$ cat src/design/edam_map.svh
`ifndef EDAM_MAP_SVH
`define EDAM_MAP_SVH

// register byte offsets on the AXI4-Lite slave
`define EDAM_CLK_CTRL_OFS 8'h00
`define EDAM_MEM_MAP_OFS 8'h04
`define EDAM_TIMED_ACC_OFS 8'h08
`define EDAM_PTR_SEL_OFS 8'h0C
`define EDAM_PTR0_OFS 8'h10
`define EDAM_PTR1_OFS 8'h14
`define EDAM_INDEX_OFS 8'h18
`define EDAM_PORT2_OFS 8'h1C
`define EDAM_CMD_OFS 8'h20
`define EDAM_DATA_OFS 8'h24
`define EDAM_STATUS_OFS 8'h28

// field positions
`define EDAM_STRETCH_MSB 2
`define EDAM_STRETCH_LSB 0
`define EDAM_HOLD_EN_BIT 7
`define EDAM_PTR_SEL_BIT 0
`define EDAM_CMD_WRITE_BIT 0
`define EDAM_CMD_PTR_BIT 1
`define EDAM_STAT_BUSY_BIT 0
`define EDAM_STAT_PEND_BIT 1
`define EDAM_STAT_CYC_LSB 16

// reset values
`define EDAM_STRETCH_RST 3'h1
`define EDAM_HOLD_EN_RST 1'h0

// timed access keys and window length in clocks
`define EDAM_TA_KEY1 8'hAA
`define EDAM_TA_KEY2 8'h55
`define EDAM_TA_WINDOW 4'h8

// clock states per machine cycle, base machine cycles of a move
`define EDAM_STATES 4
`define EDAM_BASE_CYCLES 16'h0002
`define EDAM_STROBE_S0 8'h02

`define EDAM_RESP_OKAY 2'h0
`define EDAM_RESP_SLVERR 2'h2

`endif

$ cat src/design/edam_pkg.sv
package edam_pkg;

    typedef enum logic [2:0] {
        st_idle = 3'b001,
        st_fetch = 3'b010,
        st_access = 3'b100
    } edam_mode_t;

    typedef struct packed {
        logic [3:0] phase;
    } edam_phase_state_t;

    typedef struct packed {
        edam_mode_t mode;
        logic [2:0] stretch_select;
        logic hold_input_enable;
        logic ta_armed;
        logic [3:0] ta_cnt;
        logic pointer_select;
        logic [15:0] first_data_pointer;
        logic [15:0] second_data_pointer;
        logic [7:0] working_index;
        logic [7:0] port_two_latch;
        logic cmd_pending;
        logic cmd_write;
        logic cmd_pointer;
        logic [7:0] move_wdata;
        logic [7:0] move_rdata;
        logic [2:0] run_stretch;
        logic [2:0] left;
        logic first_cyc;
        logic held;
        logic rd_strobe;
        logic wr_strobe;
        logic [15:0] ext_addr;
        logic data_oe;
        logic [15:0] cycle_cnt;
        logic [15:0] last_cycles;
        logic aw_got;
        logic [7:0] aw_addr;
        logic w_got;
        logic [31:0] w_data;
        logic [3:0] w_strb;
        logic bvalid;
        logic [1:0] bresp;
        logic rvalid;
        logic [31:0] rdata;
        logic [1:0] rresp;
    } edam_state_t;

endpackage

$ cat src/design/edam_phase.sv
`timescale 1ns/1ps
`include "edam_map.svh"

// free-running machine-cycle state generator, one-hot states one to four
module edam_phase (
    input wire logic clk,
    input wire logic reset,
    input wire logic clk_en,
    output logic [`EDAM_STATES-1:0] phase
);
    edam_pkg::edam_phase_state_t s_reg;
    edam_pkg::edam_phase_state_t s_next;

    always_comb begin
        s_next = s_reg;
        s_next.phase = {s_reg.phase[`EDAM_STATES-2:0], s_reg.phase[`EDAM_STATES-1]};
    end

    always_ff @(posedge clk or posedge reset) begin
        if (reset) begin
            s_reg <= 4'h1;
        end else if (clk_en) begin
            s_reg <= s_next;
        end
    end

    assign phase = s_reg.phase;

    // the release edge itself still loads the reset state, so it starts no check
    one_hot_a: assert property (@(posedge clk) disable iff (reset)
        (clk_en && !reset) |=> $onehot(phase)
            && phase == {$past(phase[2:0]), $past(phase[3])})
        else $error("machine cycle state not rotating one-hot");
endmodule // edam_phase

$ cat src/design/edam_top.sv
// Our own choices: the register offsets and register access over AXI4-Lite.
`timescale 1ns/1ps
`include "edam_map.svh"

// How it works
// - a move starts with a four-clock fetch cycle, address goes out the next cycle
// - stretch_select lives in bits 2-0 of clock_control_register
// - move length is two machine cycles plus the stretch value
// - only the external data move is lengthened, nothing else
// - stretch resets to one, giving three-cycle moves
// - strobe is two clocks at stretch zero, else four clocks per step
// - hold input acts only while hold_input_enable (memory map bit 7) is set
// - stretch still sets the shortest move; holds only lengthen it
// - hold input is sampled in third_state before the strobe ends
// - each seen hold adds one machine cycle with strobe kept active
// - waits are unlimited; move ends the cycle after hold is seen released, or in that cycle at stretch zero
// - hold_input_enable changes only through the timed access sequence
// - a machine cycle is four clocks, states one to four in order
// - indirect moves use port two latch high, index register low
// - pointer_select bit zero picks first or second data pointer
module edam_top #(
    parameter int ADDR_W = 8,
    parameter logic [3:0] TA_WINDOW = `EDAM_TA_WINDOW
) (
    input wire logic clk,
    input wire logic reset,
    input wire logic clk_en,
    input wire logic [ADDR_W-1:0] s_axi_awaddr,
    input wire logic s_axi_awvalid,
    output logic s_axi_awready,
    input wire logic [31:0] s_axi_wdata,
    input wire logic [3:0] s_axi_wstrb,
    input wire logic s_axi_wvalid,
    output logic s_axi_wready,
    output logic [1:0] s_axi_bresp,
    output logic s_axi_bvalid,
    input wire logic s_axi_bready,
    input wire logic [ADDR_W-1:0] s_axi_araddr,
    input wire logic s_axi_arvalid,
    output logic s_axi_arready,
    output logic [31:0] s_axi_rdata,
    output logic [1:0] s_axi_rresp,
    output logic s_axi_rvalid,
    input wire logic s_axi_rready,
    output logic [15:0] ext_addr,
    output logic [7:0] ext_wdata,
    output logic ext_data_oe,
    input wire logic [7:0] ext_rdata,
    output logic rd_strobe_n,
    output logic wr_strobe_n,
    input wire logic hold_request_n,
    output logic move_busy,
    output logic [3:0] machine_state
);
    edam_pkg::edam_state_t s_reg;
    edam_pkg::edam_state_t s_next;
    logic [3:0] phase;
    logic [3:0] phase_nx;

    edam_phase u_phase (
        .clk(clk),
        .reset(reset),
        .clk_en(clk_en),
        .phase(phase)
    );

    assign phase_nx = {phase[2:0], phase[3]};

    function automatic logic strobe_on(input logic [3:0] ph, input logic first,
                                       input logic last, input logic held, input logic s0);
        logic pre;
        logic post;
        pre = s0 ? ph[0] : (ph[0] | ph[1]);
        post = s0 ? ph[3] : (ph[2] | ph[3]);
        return !(first && pre) && !(last && !held && post);
    endfunction

    always_comb begin
        logic [7:0] wa;
        logic [31:0] wd;
        logic [3:0] lanes;
        logic whit;
        logic rhit;
        logic [31:0] rv;
        logic [2:0] target;
        logic strobe;
        wa = s_reg.aw_addr;
        wd = s_reg.w_data;
        lanes = s_reg.w_strb;
        whit = 1'b1;
        rhit = 1'b1;
        rv = 32'h0000_0000;
        target = (s_reg.run_stretch == 3'h0) ? 3'h0 : 3'h1;
        strobe = 1'b0;
        s_next = s_reg;

        if (s_reg.ta_cnt != 4'h0) begin
            s_next.ta_cnt = s_reg.ta_cnt - 4'h1;
        end

        // write channel: address and data may arrive in either order
        if (s_axi_awvalid && s_axi_awready) begin
            s_next.aw_got = 1'b1;
            s_next.aw_addr = s_axi_awaddr[7:0];
        end
        if (s_axi_wvalid && s_axi_wready) begin
            s_next.w_got = 1'b1;
            s_next.w_data = s_axi_wdata;
            s_next.w_strb = s_axi_wstrb;
        end
        if (s_reg.aw_got && s_reg.w_got) begin
            case (wa)
                `EDAM_CLK_CTRL_OFS: begin
                    if (lanes[0]) begin
                        s_next.stretch_select = wd[`EDAM_STRETCH_MSB:`EDAM_STRETCH_LSB];
                    end
                end
                `EDAM_MEM_MAP_OFS: begin
                    // unprotected writes fall through unchanged
                    if (lanes[0] && s_reg.ta_cnt != 4'h0) begin
                        s_next.hold_input_enable = wd[`EDAM_HOLD_EN_BIT];
                        s_next.ta_cnt = 4'h0;
                    end
                end
                `EDAM_TIMED_ACC_OFS: begin
                    if (lanes[0]) begin
                        if (wd[7:0] == `EDAM_TA_KEY1) begin
                            s_next.ta_armed = 1'b1;
                        end else if (s_reg.ta_armed && wd[7:0] == `EDAM_TA_KEY2) begin
                            s_next.ta_armed = 1'b0;
                            s_next.ta_cnt = TA_WINDOW;
                        end else begin
                            s_next.ta_armed = 1'b0;
                        end
                    end
                end
                `EDAM_PTR_SEL_OFS: begin
                    if (lanes[0]) begin
                        s_next.pointer_select = wd[`EDAM_PTR_SEL_BIT];
                    end
                end
                `EDAM_PTR0_OFS: begin
                    if (lanes[0]) begin
                        s_next.first_data_pointer[7:0] = wd[7:0];
                    end
                    if (lanes[1]) begin
                        s_next.first_data_pointer[15:8] = wd[15:8];
                    end
                end
                `EDAM_PTR1_OFS: begin
                    if (lanes[0]) begin
                        s_next.second_data_pointer[7:0] = wd[7:0];
                    end
                    if (lanes[1]) begin
                        s_next.second_data_pointer[15:8] = wd[15:8];
                    end
                end
                `EDAM_INDEX_OFS: begin
                    if (lanes[0]) begin
                        s_next.working_index = wd[7:0];
                    end
                end
                `EDAM_PORT2_OFS: begin
                    if (lanes[0]) begin
                        s_next.port_two_latch = wd[7:0];
                    end
                end
                `EDAM_CMD_OFS: begin
                    // a command while a move is queued or running is dropped
                    if (lanes[0] && s_reg.mode == edam_pkg::st_idle && !s_reg.cmd_pending) begin
                        s_next.cmd_pending = 1'b1;
                        s_next.cmd_write = wd[`EDAM_CMD_WRITE_BIT];
                        s_next.cmd_pointer = wd[`EDAM_CMD_PTR_BIT];
                    end
                end
                `EDAM_DATA_OFS: begin
                    if (lanes[0]) begin
                        s_next.move_wdata = wd[7:0];
                    end
                end
                `EDAM_STATUS_OFS: begin
                end
                default: begin
                    whit = 1'b0;
                end
            endcase
            s_next.aw_got = 1'b0;
            s_next.w_got = 1'b0;
            s_next.bvalid = 1'b1;
            s_next.bresp = whit ? `EDAM_RESP_OKAY : `EDAM_RESP_SLVERR;
        end
        if (s_reg.bvalid && s_axi_bready && clk_en) begin
            s_next.bvalid = 1'b0;
        end

        // read channel
        if (s_axi_arvalid && s_axi_arready) begin
            case (s_axi_araddr[7:0])
                `EDAM_CLK_CTRL_OFS: rv[`EDAM_STRETCH_MSB:`EDAM_STRETCH_LSB] = s_reg.stretch_select;
                `EDAM_MEM_MAP_OFS: rv[`EDAM_HOLD_EN_BIT] = s_reg.hold_input_enable;
                `EDAM_TIMED_ACC_OFS: rv = 32'h0000_0000;
                `EDAM_PTR_SEL_OFS: rv[`EDAM_PTR_SEL_BIT] = s_reg.pointer_select;
                `EDAM_PTR0_OFS: rv[15:0] = s_reg.first_data_pointer;
                `EDAM_PTR1_OFS: rv[15:0] = s_reg.second_data_pointer;
                `EDAM_INDEX_OFS: rv[7:0] = s_reg.working_index;
                `EDAM_PORT2_OFS: rv[7:0] = s_reg.port_two_latch;
                `EDAM_CMD_OFS: begin
                    rv[`EDAM_CMD_WRITE_BIT] = s_reg.cmd_write;
                    rv[`EDAM_CMD_PTR_BIT] = s_reg.cmd_pointer;
                end
                `EDAM_DATA_OFS: rv[7:0] = s_reg.move_rdata;
                `EDAM_STATUS_OFS: begin
                    rv[`EDAM_STAT_BUSY_BIT] = (s_reg.mode != edam_pkg::st_idle);
                    rv[`EDAM_STAT_PEND_BIT] = s_reg.cmd_pending;
                    rv[31:`EDAM_STAT_CYC_LSB] = s_reg.last_cycles;
                end
                default: rhit = 1'b0;
            endcase
            s_next.rvalid = 1'b1;
            s_next.rdata = rv;
            s_next.rresp = rhit ? `EDAM_RESP_OKAY : `EDAM_RESP_SLVERR;
        end else if (s_reg.rvalid && s_axi_rready && clk_en) begin
            s_next.rvalid = 1'b0;
        end

        // move sequencer, stepped by the machine-cycle states
        case (s_reg.mode)
            edam_pkg::st_idle: begin
                if (s_reg.cmd_pending && phase[3]) begin
                    s_next.mode = edam_pkg::st_fetch;
                    s_next.cmd_pending = 1'b0;
                    s_next.run_stretch = s_reg.stretch_select;
                    s_next.cycle_cnt = 16'h0001;
                end
            end
            edam_pkg::st_fetch: begin
                // plain fetch cycle, never stretched
                if (phase[3]) begin
                    s_next.mode = edam_pkg::st_access;
                    s_next.left = s_reg.run_stretch;
                    s_next.first_cyc = 1'b1;
                    s_next.held = 1'b0;
                    s_next.cycle_cnt = 16'h0002;
                    s_next.data_oe = s_reg.cmd_write;
                    if (s_reg.cmd_pointer) begin
                        s_next.ext_addr = s_reg.pointer_select ? s_reg.second_data_pointer
                                                               : s_reg.first_data_pointer;
                    end else begin
                        s_next.ext_addr = {s_reg.port_two_latch, s_reg.working_index};
                    end
                end
            end
            edam_pkg::st_access: begin
                if (phase[2] && s_reg.left == target && s_reg.hold_input_enable
                    && !hold_request_n) begin
                    s_next.held = 1'b1;
                end
                if (phase[3]) begin
                    if (s_reg.left == 3'h0 && !s_reg.held) begin
                        s_next.mode = edam_pkg::st_idle;
                        s_next.last_cycles = s_reg.cycle_cnt;
                        s_next.data_oe = 1'b0;
                    end else begin
                        // a held cycle repeats without counting down
                        if (!s_reg.held) begin
                            s_next.left = s_reg.left - 3'h1;
                        end
                        s_next.first_cyc = 1'b0;
                        s_next.held = 1'b0;
                        if (s_reg.cycle_cnt != 16'hFFFF) begin
                            s_next.cycle_cnt = s_reg.cycle_cnt + 16'h0001;
                        end
                    end
                end
            end
            default: begin
                s_next.mode = edam_pkg::st_idle;
            end
        endcase

        if (s_next.mode == edam_pkg::st_access) begin
            strobe = strobe_on(phase_nx, s_next.first_cyc, s_next.left == 3'h0,
                               s_next.held, s_next.run_stretch == 3'h0);
        end
        s_next.rd_strobe = strobe && !s_reg.cmd_write;
        s_next.wr_strobe = strobe && s_reg.cmd_write;
        // read data is taken on the last clock of the strobe
        if (s_reg.rd_strobe && !s_next.rd_strobe) begin
            s_next.move_rdata = ext_rdata;
        end
    end

    always_ff @(posedge clk or posedge reset) begin
        if (reset) begin
            s_reg <= '0;
            s_reg.mode <= edam_pkg::st_idle;
            s_reg.stretch_select <= `EDAM_STRETCH_RST;
            s_reg.hold_input_enable <= `EDAM_HOLD_EN_RST;
        end else if (clk_en) begin
            s_reg <= s_next;
        end
    end

    // a frozen clock enable also withholds handshakes so nothing is lost
    assign s_axi_awready = !s_reg.aw_got && !s_reg.bvalid && clk_en;
    assign s_axi_wready = !s_reg.w_got && !s_reg.bvalid && clk_en;
    assign s_axi_bvalid = s_reg.bvalid && clk_en;
    assign s_axi_bresp = s_reg.bresp;
    assign s_axi_arready = !s_reg.rvalid && clk_en;
    assign s_axi_rvalid = s_reg.rvalid && clk_en;
    assign s_axi_rdata = s_reg.rdata;
    assign s_axi_rresp = s_reg.rresp;
    assign ext_addr = s_reg.ext_addr;
    assign ext_wdata = s_reg.move_wdata;
    assign ext_data_oe = s_reg.data_oe;
    assign rd_strobe_n = !s_reg.rd_strobe;
    assign wr_strobe_n = !s_reg.wr_strobe;
    assign move_busy = (s_reg.mode != edam_pkg::st_idle);
    assign machine_state = phase;

    // helper state for the checks below
    logic [7:0] width_cnt;
    logic waited;
    logic stretch_written;
    logic strobe_any;
    assign strobe_any = s_reg.rd_strobe | s_reg.wr_strobe;

    always_ff @(posedge clk or posedge reset) begin
        if (reset) begin
            width_cnt <= 8'h00;
            waited <= 1'b0;
            stretch_written <= 1'b0;
        end else if (clk_en) begin
            width_cnt <= strobe_any ? ((width_cnt == 8'hFF) ? width_cnt : width_cnt + 8'h01)
                                    : 8'h00;
            if (s_reg.mode == edam_pkg::st_fetch) begin
                waited <= 1'b0;
            end else if (s_next.held) begin
                waited <= 1'b1;
            end
            if (s_reg.aw_got && s_reg.w_got && s_reg.aw_addr == `EDAM_CLK_CTRL_OFS) begin
                stretch_written <= 1'b1;
            end
        end
    end

    strobe_width_a: assert property (@(posedge clk) disable iff (reset)
        (clk_en && strobe_any && !(s_next.rd_strobe | s_next.wr_strobe) && !waited
         && !s_next.held)
        |-> (width_cnt + 8'h01) == ((s_reg.run_stretch == 3'h0) ? `EDAM_STROBE_S0
                                    : {3'h0, s_reg.run_stretch, 2'h0}))
        else $error("strobe width does not match stretch");

    move_length_a: assert property (@(posedge clk) disable iff (reset)
        ($fell(move_busy) && !waited) |-> s_reg.last_cycles ==
            (`EDAM_BASE_CYCLES + {13'h0000, s_reg.run_stretch}))
        else $error("move length is not two plus stretch");

    min_length_a: assert property (@(posedge clk) disable iff (reset)
        $fell(move_busy) |-> s_reg.last_cycles >=
            (`EDAM_BASE_CYCLES + {13'h0000, s_reg.run_stretch}))
        else $error("move shorter than stretch allows");

    reset_stretch_a: assert property (@(posedge clk) disable iff (reset)
        !stretch_written |-> s_reg.stretch_select == `EDAM_STRETCH_RST)
        else $error("stretch value lost its reset setting");

    hold_gate_a: assert property (@(posedge clk) disable iff (reset)
        !s_reg.hold_input_enable |-> !s_next.held)
        else $error("hold honoured while disabled");

    hold_sample_a: assert property (@(posedge clk) disable iff (reset)
        $rose(s_reg.held) |-> $past(phase[2]) && $past(!hold_request_n))
        else $error("hold taken outside third state");

    ta_protect_a: assert property (@(posedge clk) disable iff (reset)
        $changed(s_reg.hold_input_enable) |-> $past(s_reg.ta_cnt) != 4'h0)
        else $error("hold enable changed without timed access");

    fetch_first_a: assert property (@(posedge clk) disable iff (reset)
        (s_reg.mode == edam_pkg::st_access && $past(s_reg.mode) == edam_pkg::st_fetch)
        |-> $past(phase[3]) && phase[0])
        else $error("access cycle not preceded by a full fetch");

    stretch_latch_a: assert property (@(posedge clk) disable iff (reset)
        (s_reg.mode != edam_pkg::st_idle && $past(s_reg.mode) != edam_pkg::st_idle)
        |-> $stable(s_reg.run_stretch))
        else $error("stretch changed during a move");

    held_strobe_a: assert property (@(posedge clk) disable iff (reset)
        (clk_en && s_reg.held && phase[3]) |=> strobe_any)
        else $error("strobe dropped in an inserted wait cycle");
endmodule // edam_top

$ cat config.mk
export PLATFORM = sky130hd
export DESIGN_NAME = edam_top
export DESIGN_NICKNAME = d
export VERILOG_FILES = /design/src/design/edam_pkg.sv /design/src/design/edam_phase.sv /design/src/design/edam_top.sv
export VERILOG_INCLUDE_DIRS = /design/src /design/src/design
export SDC_FILE = /design/constraint.sdc
export NUM_CORES = 1
export LEC_CHECK = 0
export CAP_MARGIN = 20
export CORE_MARGIN = 10
export CORE_UTILIZATION = 41
export CTS_CLUSTER_SIZE = 28
export DETAILED_ROUTE_END_ITERATION = 10
export DONT_BUFFER_PORTS = 1
export GPL_TIMING_DRIVEN = 0
export HOLD_SLACK_MARGIN = 0.15
export SETUP_SLACK_MARGIN = 0.2
export SLEW_MARGIN = 20
export SYNTH_ARGS = -nofsm -noshare
export SYNTH_HDL_FRONTEND = slang
export SYNTH_SLANG_ARGS = --single-unit
$ cat constraint.sdc
create_clock -name clk -period 7.4 [get_ports clk]
set_input_delay 0.74 -clock clk [delete_from_list [all_inputs] [get_ports clk]]
set_output_delay 0.74 -clock clk [all_outputs]
set_load 0.01 [all_outputs]
Yosys cells after proc, flatten, opt, wreduce, memory -nomap -nowiden
Cells that the tools add are included.
W data, S select, Z words.

storage, ports and cells
  register bits = 227
  bits of input ports = 69
  output and inout bits = 73
  word-level logic and storage cells = 238

cells by class
  add/sub/neg operators = 3
  eq/ne operators = 35
  muxes and demuxes = 75
  bitwise gates (word level) = 2
  reductions and logical operators = 85

operator list
  operator                 count
  $mux W16                 9
  $mux W8                  10
  $eq A8 B5 Y1 const B     8
  $mux W64                 1
  $reduce_and A4 Y1        13
  $eq A8 B6 Y1 const B     6
  $pmux W16 S3             1
  $mux W37                 1
  $mux W33                 1
  $eq A8 B4 Y1 const B     4
  $logic_and A1 B1 Y1      31
  $mux W3                  10
  $reduce_or A11 Y1        2
  $mux W1                  20
  $mux W4                  5
  $pmux W4 S5              1
  $reduce_and A2 Y1        9
  $mux W17                 1
  $add A16 B1 Y16 const B  1
  $eq A8 B3 Y1 const B     2
  $logic_not A8 Y1         2
  $ne A16 B16 Y1 const B   1
  $pmux W8 S2              1
  $mux W5                  3
  other kinds (29)         57

Longest topological paths before layout
  word-level depth = 20
  mapped depth = 10
  depth with buffers taken out = 8

Modules after synthesis
From an unflattened synthesis, not the netlist that was laid out.

second synthesis, totals
  cells, all modules = 932
  area total of the unflattened synthesis = 10072.2 um^2

by module, submodules not included
  module      instances  cells each  area an instance (um^2)  sequential area each (um^2)
  edam_top    1          923         9922.0                   5082.4
  edam_phase  1          9           150.1                    101.3

Least setup slack after synthesis
Ideal clock, no wire load.

  kind = input-to-reg
  from = in clk_en
  to = reg s_reg[38] (netlist name)
  library setup time = 0.125 ns
  arrival = 2.235 ns
  data required time = 7.275 ns
  setup slack = 5.040 ns
  stages on the path = 7
  path buffers = 3
  cell sequence = buf_2 > nand2b_1 > nor2_1 > and2_1 > clkbuf_1 > buf_2 > mux2_2

between the ends
  cells in the longest elaborated chain, start to end = 3

ends and longest elaborated chain
  item                         line             text
  start, declared              edam_top.sv:27   input wire logic clk_en,
  $logic_and A1 B1 Y1          edam_top.sv:306  assign s_axi_wready = !s_reg.w_got && !s_reg.bvalid && clk_en;
  named net s_axi_wready       edam_top.sv:34   output logic s_axi_wready,
  $logic_and A1 B1 Y1          edam_top.sv:106  if (s_axi_wvalid && s_axi_wready) begin
  $reduce_and A2 Y1 (no line)  n/a
  end signal, assigned         edam_top.sv:300  s_reg <= s_next;
  end, declared                edam_top.sv:55   edam_pkg::edam_state_t s_reg;

The timed path passes the listed nets, and every way through them passes these cells.
A chain may end at the register's enable or synchronous reset.

Final worst setup path
  from = reg s_reg[137] (netlist name)
  to = reg s_reg[87] (netlist name)

between the ends
  cells in the longest elaborated chain, start to end = 3

ends and longest elaborated chain
  item                         line             text
  $logic_not A3 Y1             edam_top.sv:259  if (s_reg.left == 3'h0 && !s_reg.held) begin
  $logic_and A1 B1 Y1          edam_top.sv:259
  $reduce_and A4 Y1 (no line)  n/a

Every way passes these cells.

==> run metrics <==
hold violation count in the final report=0; average cell area after synthesis=10.82 µm²; Final Critical Period=2753 ps; RSZ-0062 raised after global routing=false; Setup TNS=0 ps; number of flip-flops in the largest register=144; Detailed Route WL=26,980 µm; post-synthesis async set-or-reset flop share=100.0%; CTS max path bufs=3; Clock Tree Root=clkbuf_16; I/O Pins=142; Final HPWL DP=19,500 µm; leading cell type in the layout, fill and taps excluded=dfrtp_1; drt pass-1 iters=5; DIE AREA=31,340 µm²; DR iter-0 viols=590; reg-to-reg critical path startpoint=s_reg[137]$_DFFE_PP0P_; clk_skew=21.12 ps; max-slew violation count=0; row count=57; Tcrit/Tclk final=37.20%; vias post-DR=7,273; number of synthesized register bits=207; critical path class=reg2reg; Final setup viols=0; die height=177.0 µm; slew margin rel.=43.70%; Worst-Margin Slew=832.7 ps; Sink Count=207; H-Tree Depth=1; predominant post-synthesis flop cell=dfrtp_1; fill cell count=2,247; Power Density=271.9 nW/µm²; Core Region=24,320 µm²; Final Total Pwr=3.091 mW; port buffer count=0; Non-Filler Instances=1,307; type of the tightest min-delay check=in2reg; die width=177.0 µm; run status=complete, no violations; Clock Pin Slew Worst Setup and Hold Paths=60 ps; Hold Crit Start=s_axi_rready; Worst setup EP type=register; Syn-to-layout area delta=12.45%; Crit path required time=7790 ps; Leak Pwr=5.052 nW; first-pass GRT wire length=42,420 µm; drt drc=0; f_max=363.3 MHz; CP startpoint kind=register; worst skew pair latency=520 ps; gr ovfl total=0; ANT nets after route=0; Final Wtd Congestion=0.9551; Min Hold Slack=305.1 ps; final net count=1,037; number of global-route vias before repair=7,233; via-per-instance ratio=5.565; share of cells above drive strength 1=24.95%; initial antenna violation count=1; Worst Setup SP=s_reg[137]$_DFFE_PP0P_; critical path arrival=3140 ps; starting density of the core=41.57%; Gates resized, CTS repair=0; Post-Synthesis Cells=934; Post-Route Utilization=46.75%; Post-Synthesis Cell Area=10,110 µm²; most frequent cells in the layout=dfrtp_1 (204), mux2_2 (113), nand2_1 (106); Num CTS Buffers=24; placed cell count=1,261; Post-synth EDFFs=0; GRT Util Overall=16.97%; largest net degree at the start of global routing=101; drt wl/cell=20.64 µm; peak supply drop=0.2672 mV; max-cap violations=0; YS warnings=0; CTS tree=done; Distinct cells, synth=70; Critical Path Fanout Max=10; sequential area share after synthesis=51.27%
stage by stage:
stage               area (µm²)  worst slack (ps)
finish                   11370              4647
global route             11370              4389
CTS                      11370              4623
detailed placement       10580              4364
global placement         10520             -1485
floorplan                10110              1012
metal layers:
metal / GRT usage, % / vias up / wire length, µm / share of wire [%]
li1: - / 3381 / - / -
met1: 22.72 / 3609 / 11810 / 44
met2: 26.69 / 237 / 12430 / 46
met3: 4.374 / 46 / 1995 / 7.4
met4: 4.588 / 0 / 747 / 2.8
met5: 0 / - / 0 / 0
final cells by class:
type / instances / area (µm²) / area share [%]
sequential: 207 / 5184 / 45.60
tap: 324 / 405.4 / 3.566
clock inverter: 6 / 30.03 / 0.2641
timing repair buffer: 3 / 65.06 / 0.5723
clock buffer: 38 / 744.5 / 6.549
inverter: 16 / 67.56 / 0.5943
antenna: 1 / 2.502 / 0.02201
buffer: 106 / 655.6 / 5.767
multi-input combinational: 606 / 4214 / 37.07
worst max-delay path, cell delays in order, from the launching register on:
cell	delay (ps)
dfrtp_1	460
inv_1	130
ha_1	200
nor2b_1	350
nand2b_1	190
nor2_1	550
buf_2	370
mux2_2	370
cell families after synthesis:
family	share of synthesized area (%)
adder cells (fa/ha/maj)	0.4951
flip-flops	51.27
multiplexers	14.57
AO/OA/AOI/OAI	12.95
XOR/XNOR	0.2599
other	0.03709
buffers and inverters	7.079
AND/OR/NAND/NOR	13.34
synthesized netlist by cell type (8+ instances only):
cell type / number / area share (%)
nand3_1: 17 / 0.84
a21oi_1: 19 / 0.94
o21ai_0: 91 / 4.5
nor3_1: 12 / 0.59
inv_1: 16 / 0.59
nand2_1: 106 / 3.9
nand4_1: 9 / 0.56
a22oi_1: 20 / 1.5
nand2b_1: 8 / 0.50
mux2i_1: 20 / 2.0
and2_1: 9 / 0.56
o211ai_1: 11 / 0.82
buf_4: 63 / 4.7
and3_1: 8 / 0.50
nor3b_1: 10 / 0.74
mux2_2: 113 / 13
clkbuf_1: 28 / 1.0
buf_2: 11 / 0.54
dfrtp_1: 204 / 50
nor2_1: 33 / 1.2
a22o_1: 16 / 1.4
report_power, final:
group	leakage, nW	total [mW]	switching (mW)	internal, mW
Sequential	2.79	1.47	0.189	1.28
Clock	0.389	1.15	0.467	0.686
Combinational	1.87	0.468	0.253	0.215
Total	5.05	3.09	0.909	2.18
path summary, 6_finish.rpt:
path	to	slack, ps	cells after the start
min in group asynchronous	s_reg[144]$_DFFE_PP0P_	710	2
setup / recovery	s_reg[87]$_DFFE_PP0P_	4650	7
hold reg to reg	ext_addr[3]$_DFFE_PP0P_	480	2
setup reg to reg	s_reg[87]$_DFFE_PP0P_	4650	7
hold / removal	s_reg[34]$_DFFE_PP0P_	310	1
max in group asynchronous	s_reg[79]$_DFFE_PP0P_	5550	4
timing repair:
item                      4_1_cts  5_1_grt
hold endpoints to repair       38        0
hold buffers                    1        0
setup buffers                   0        0
(Power assumes the default switching activity.)
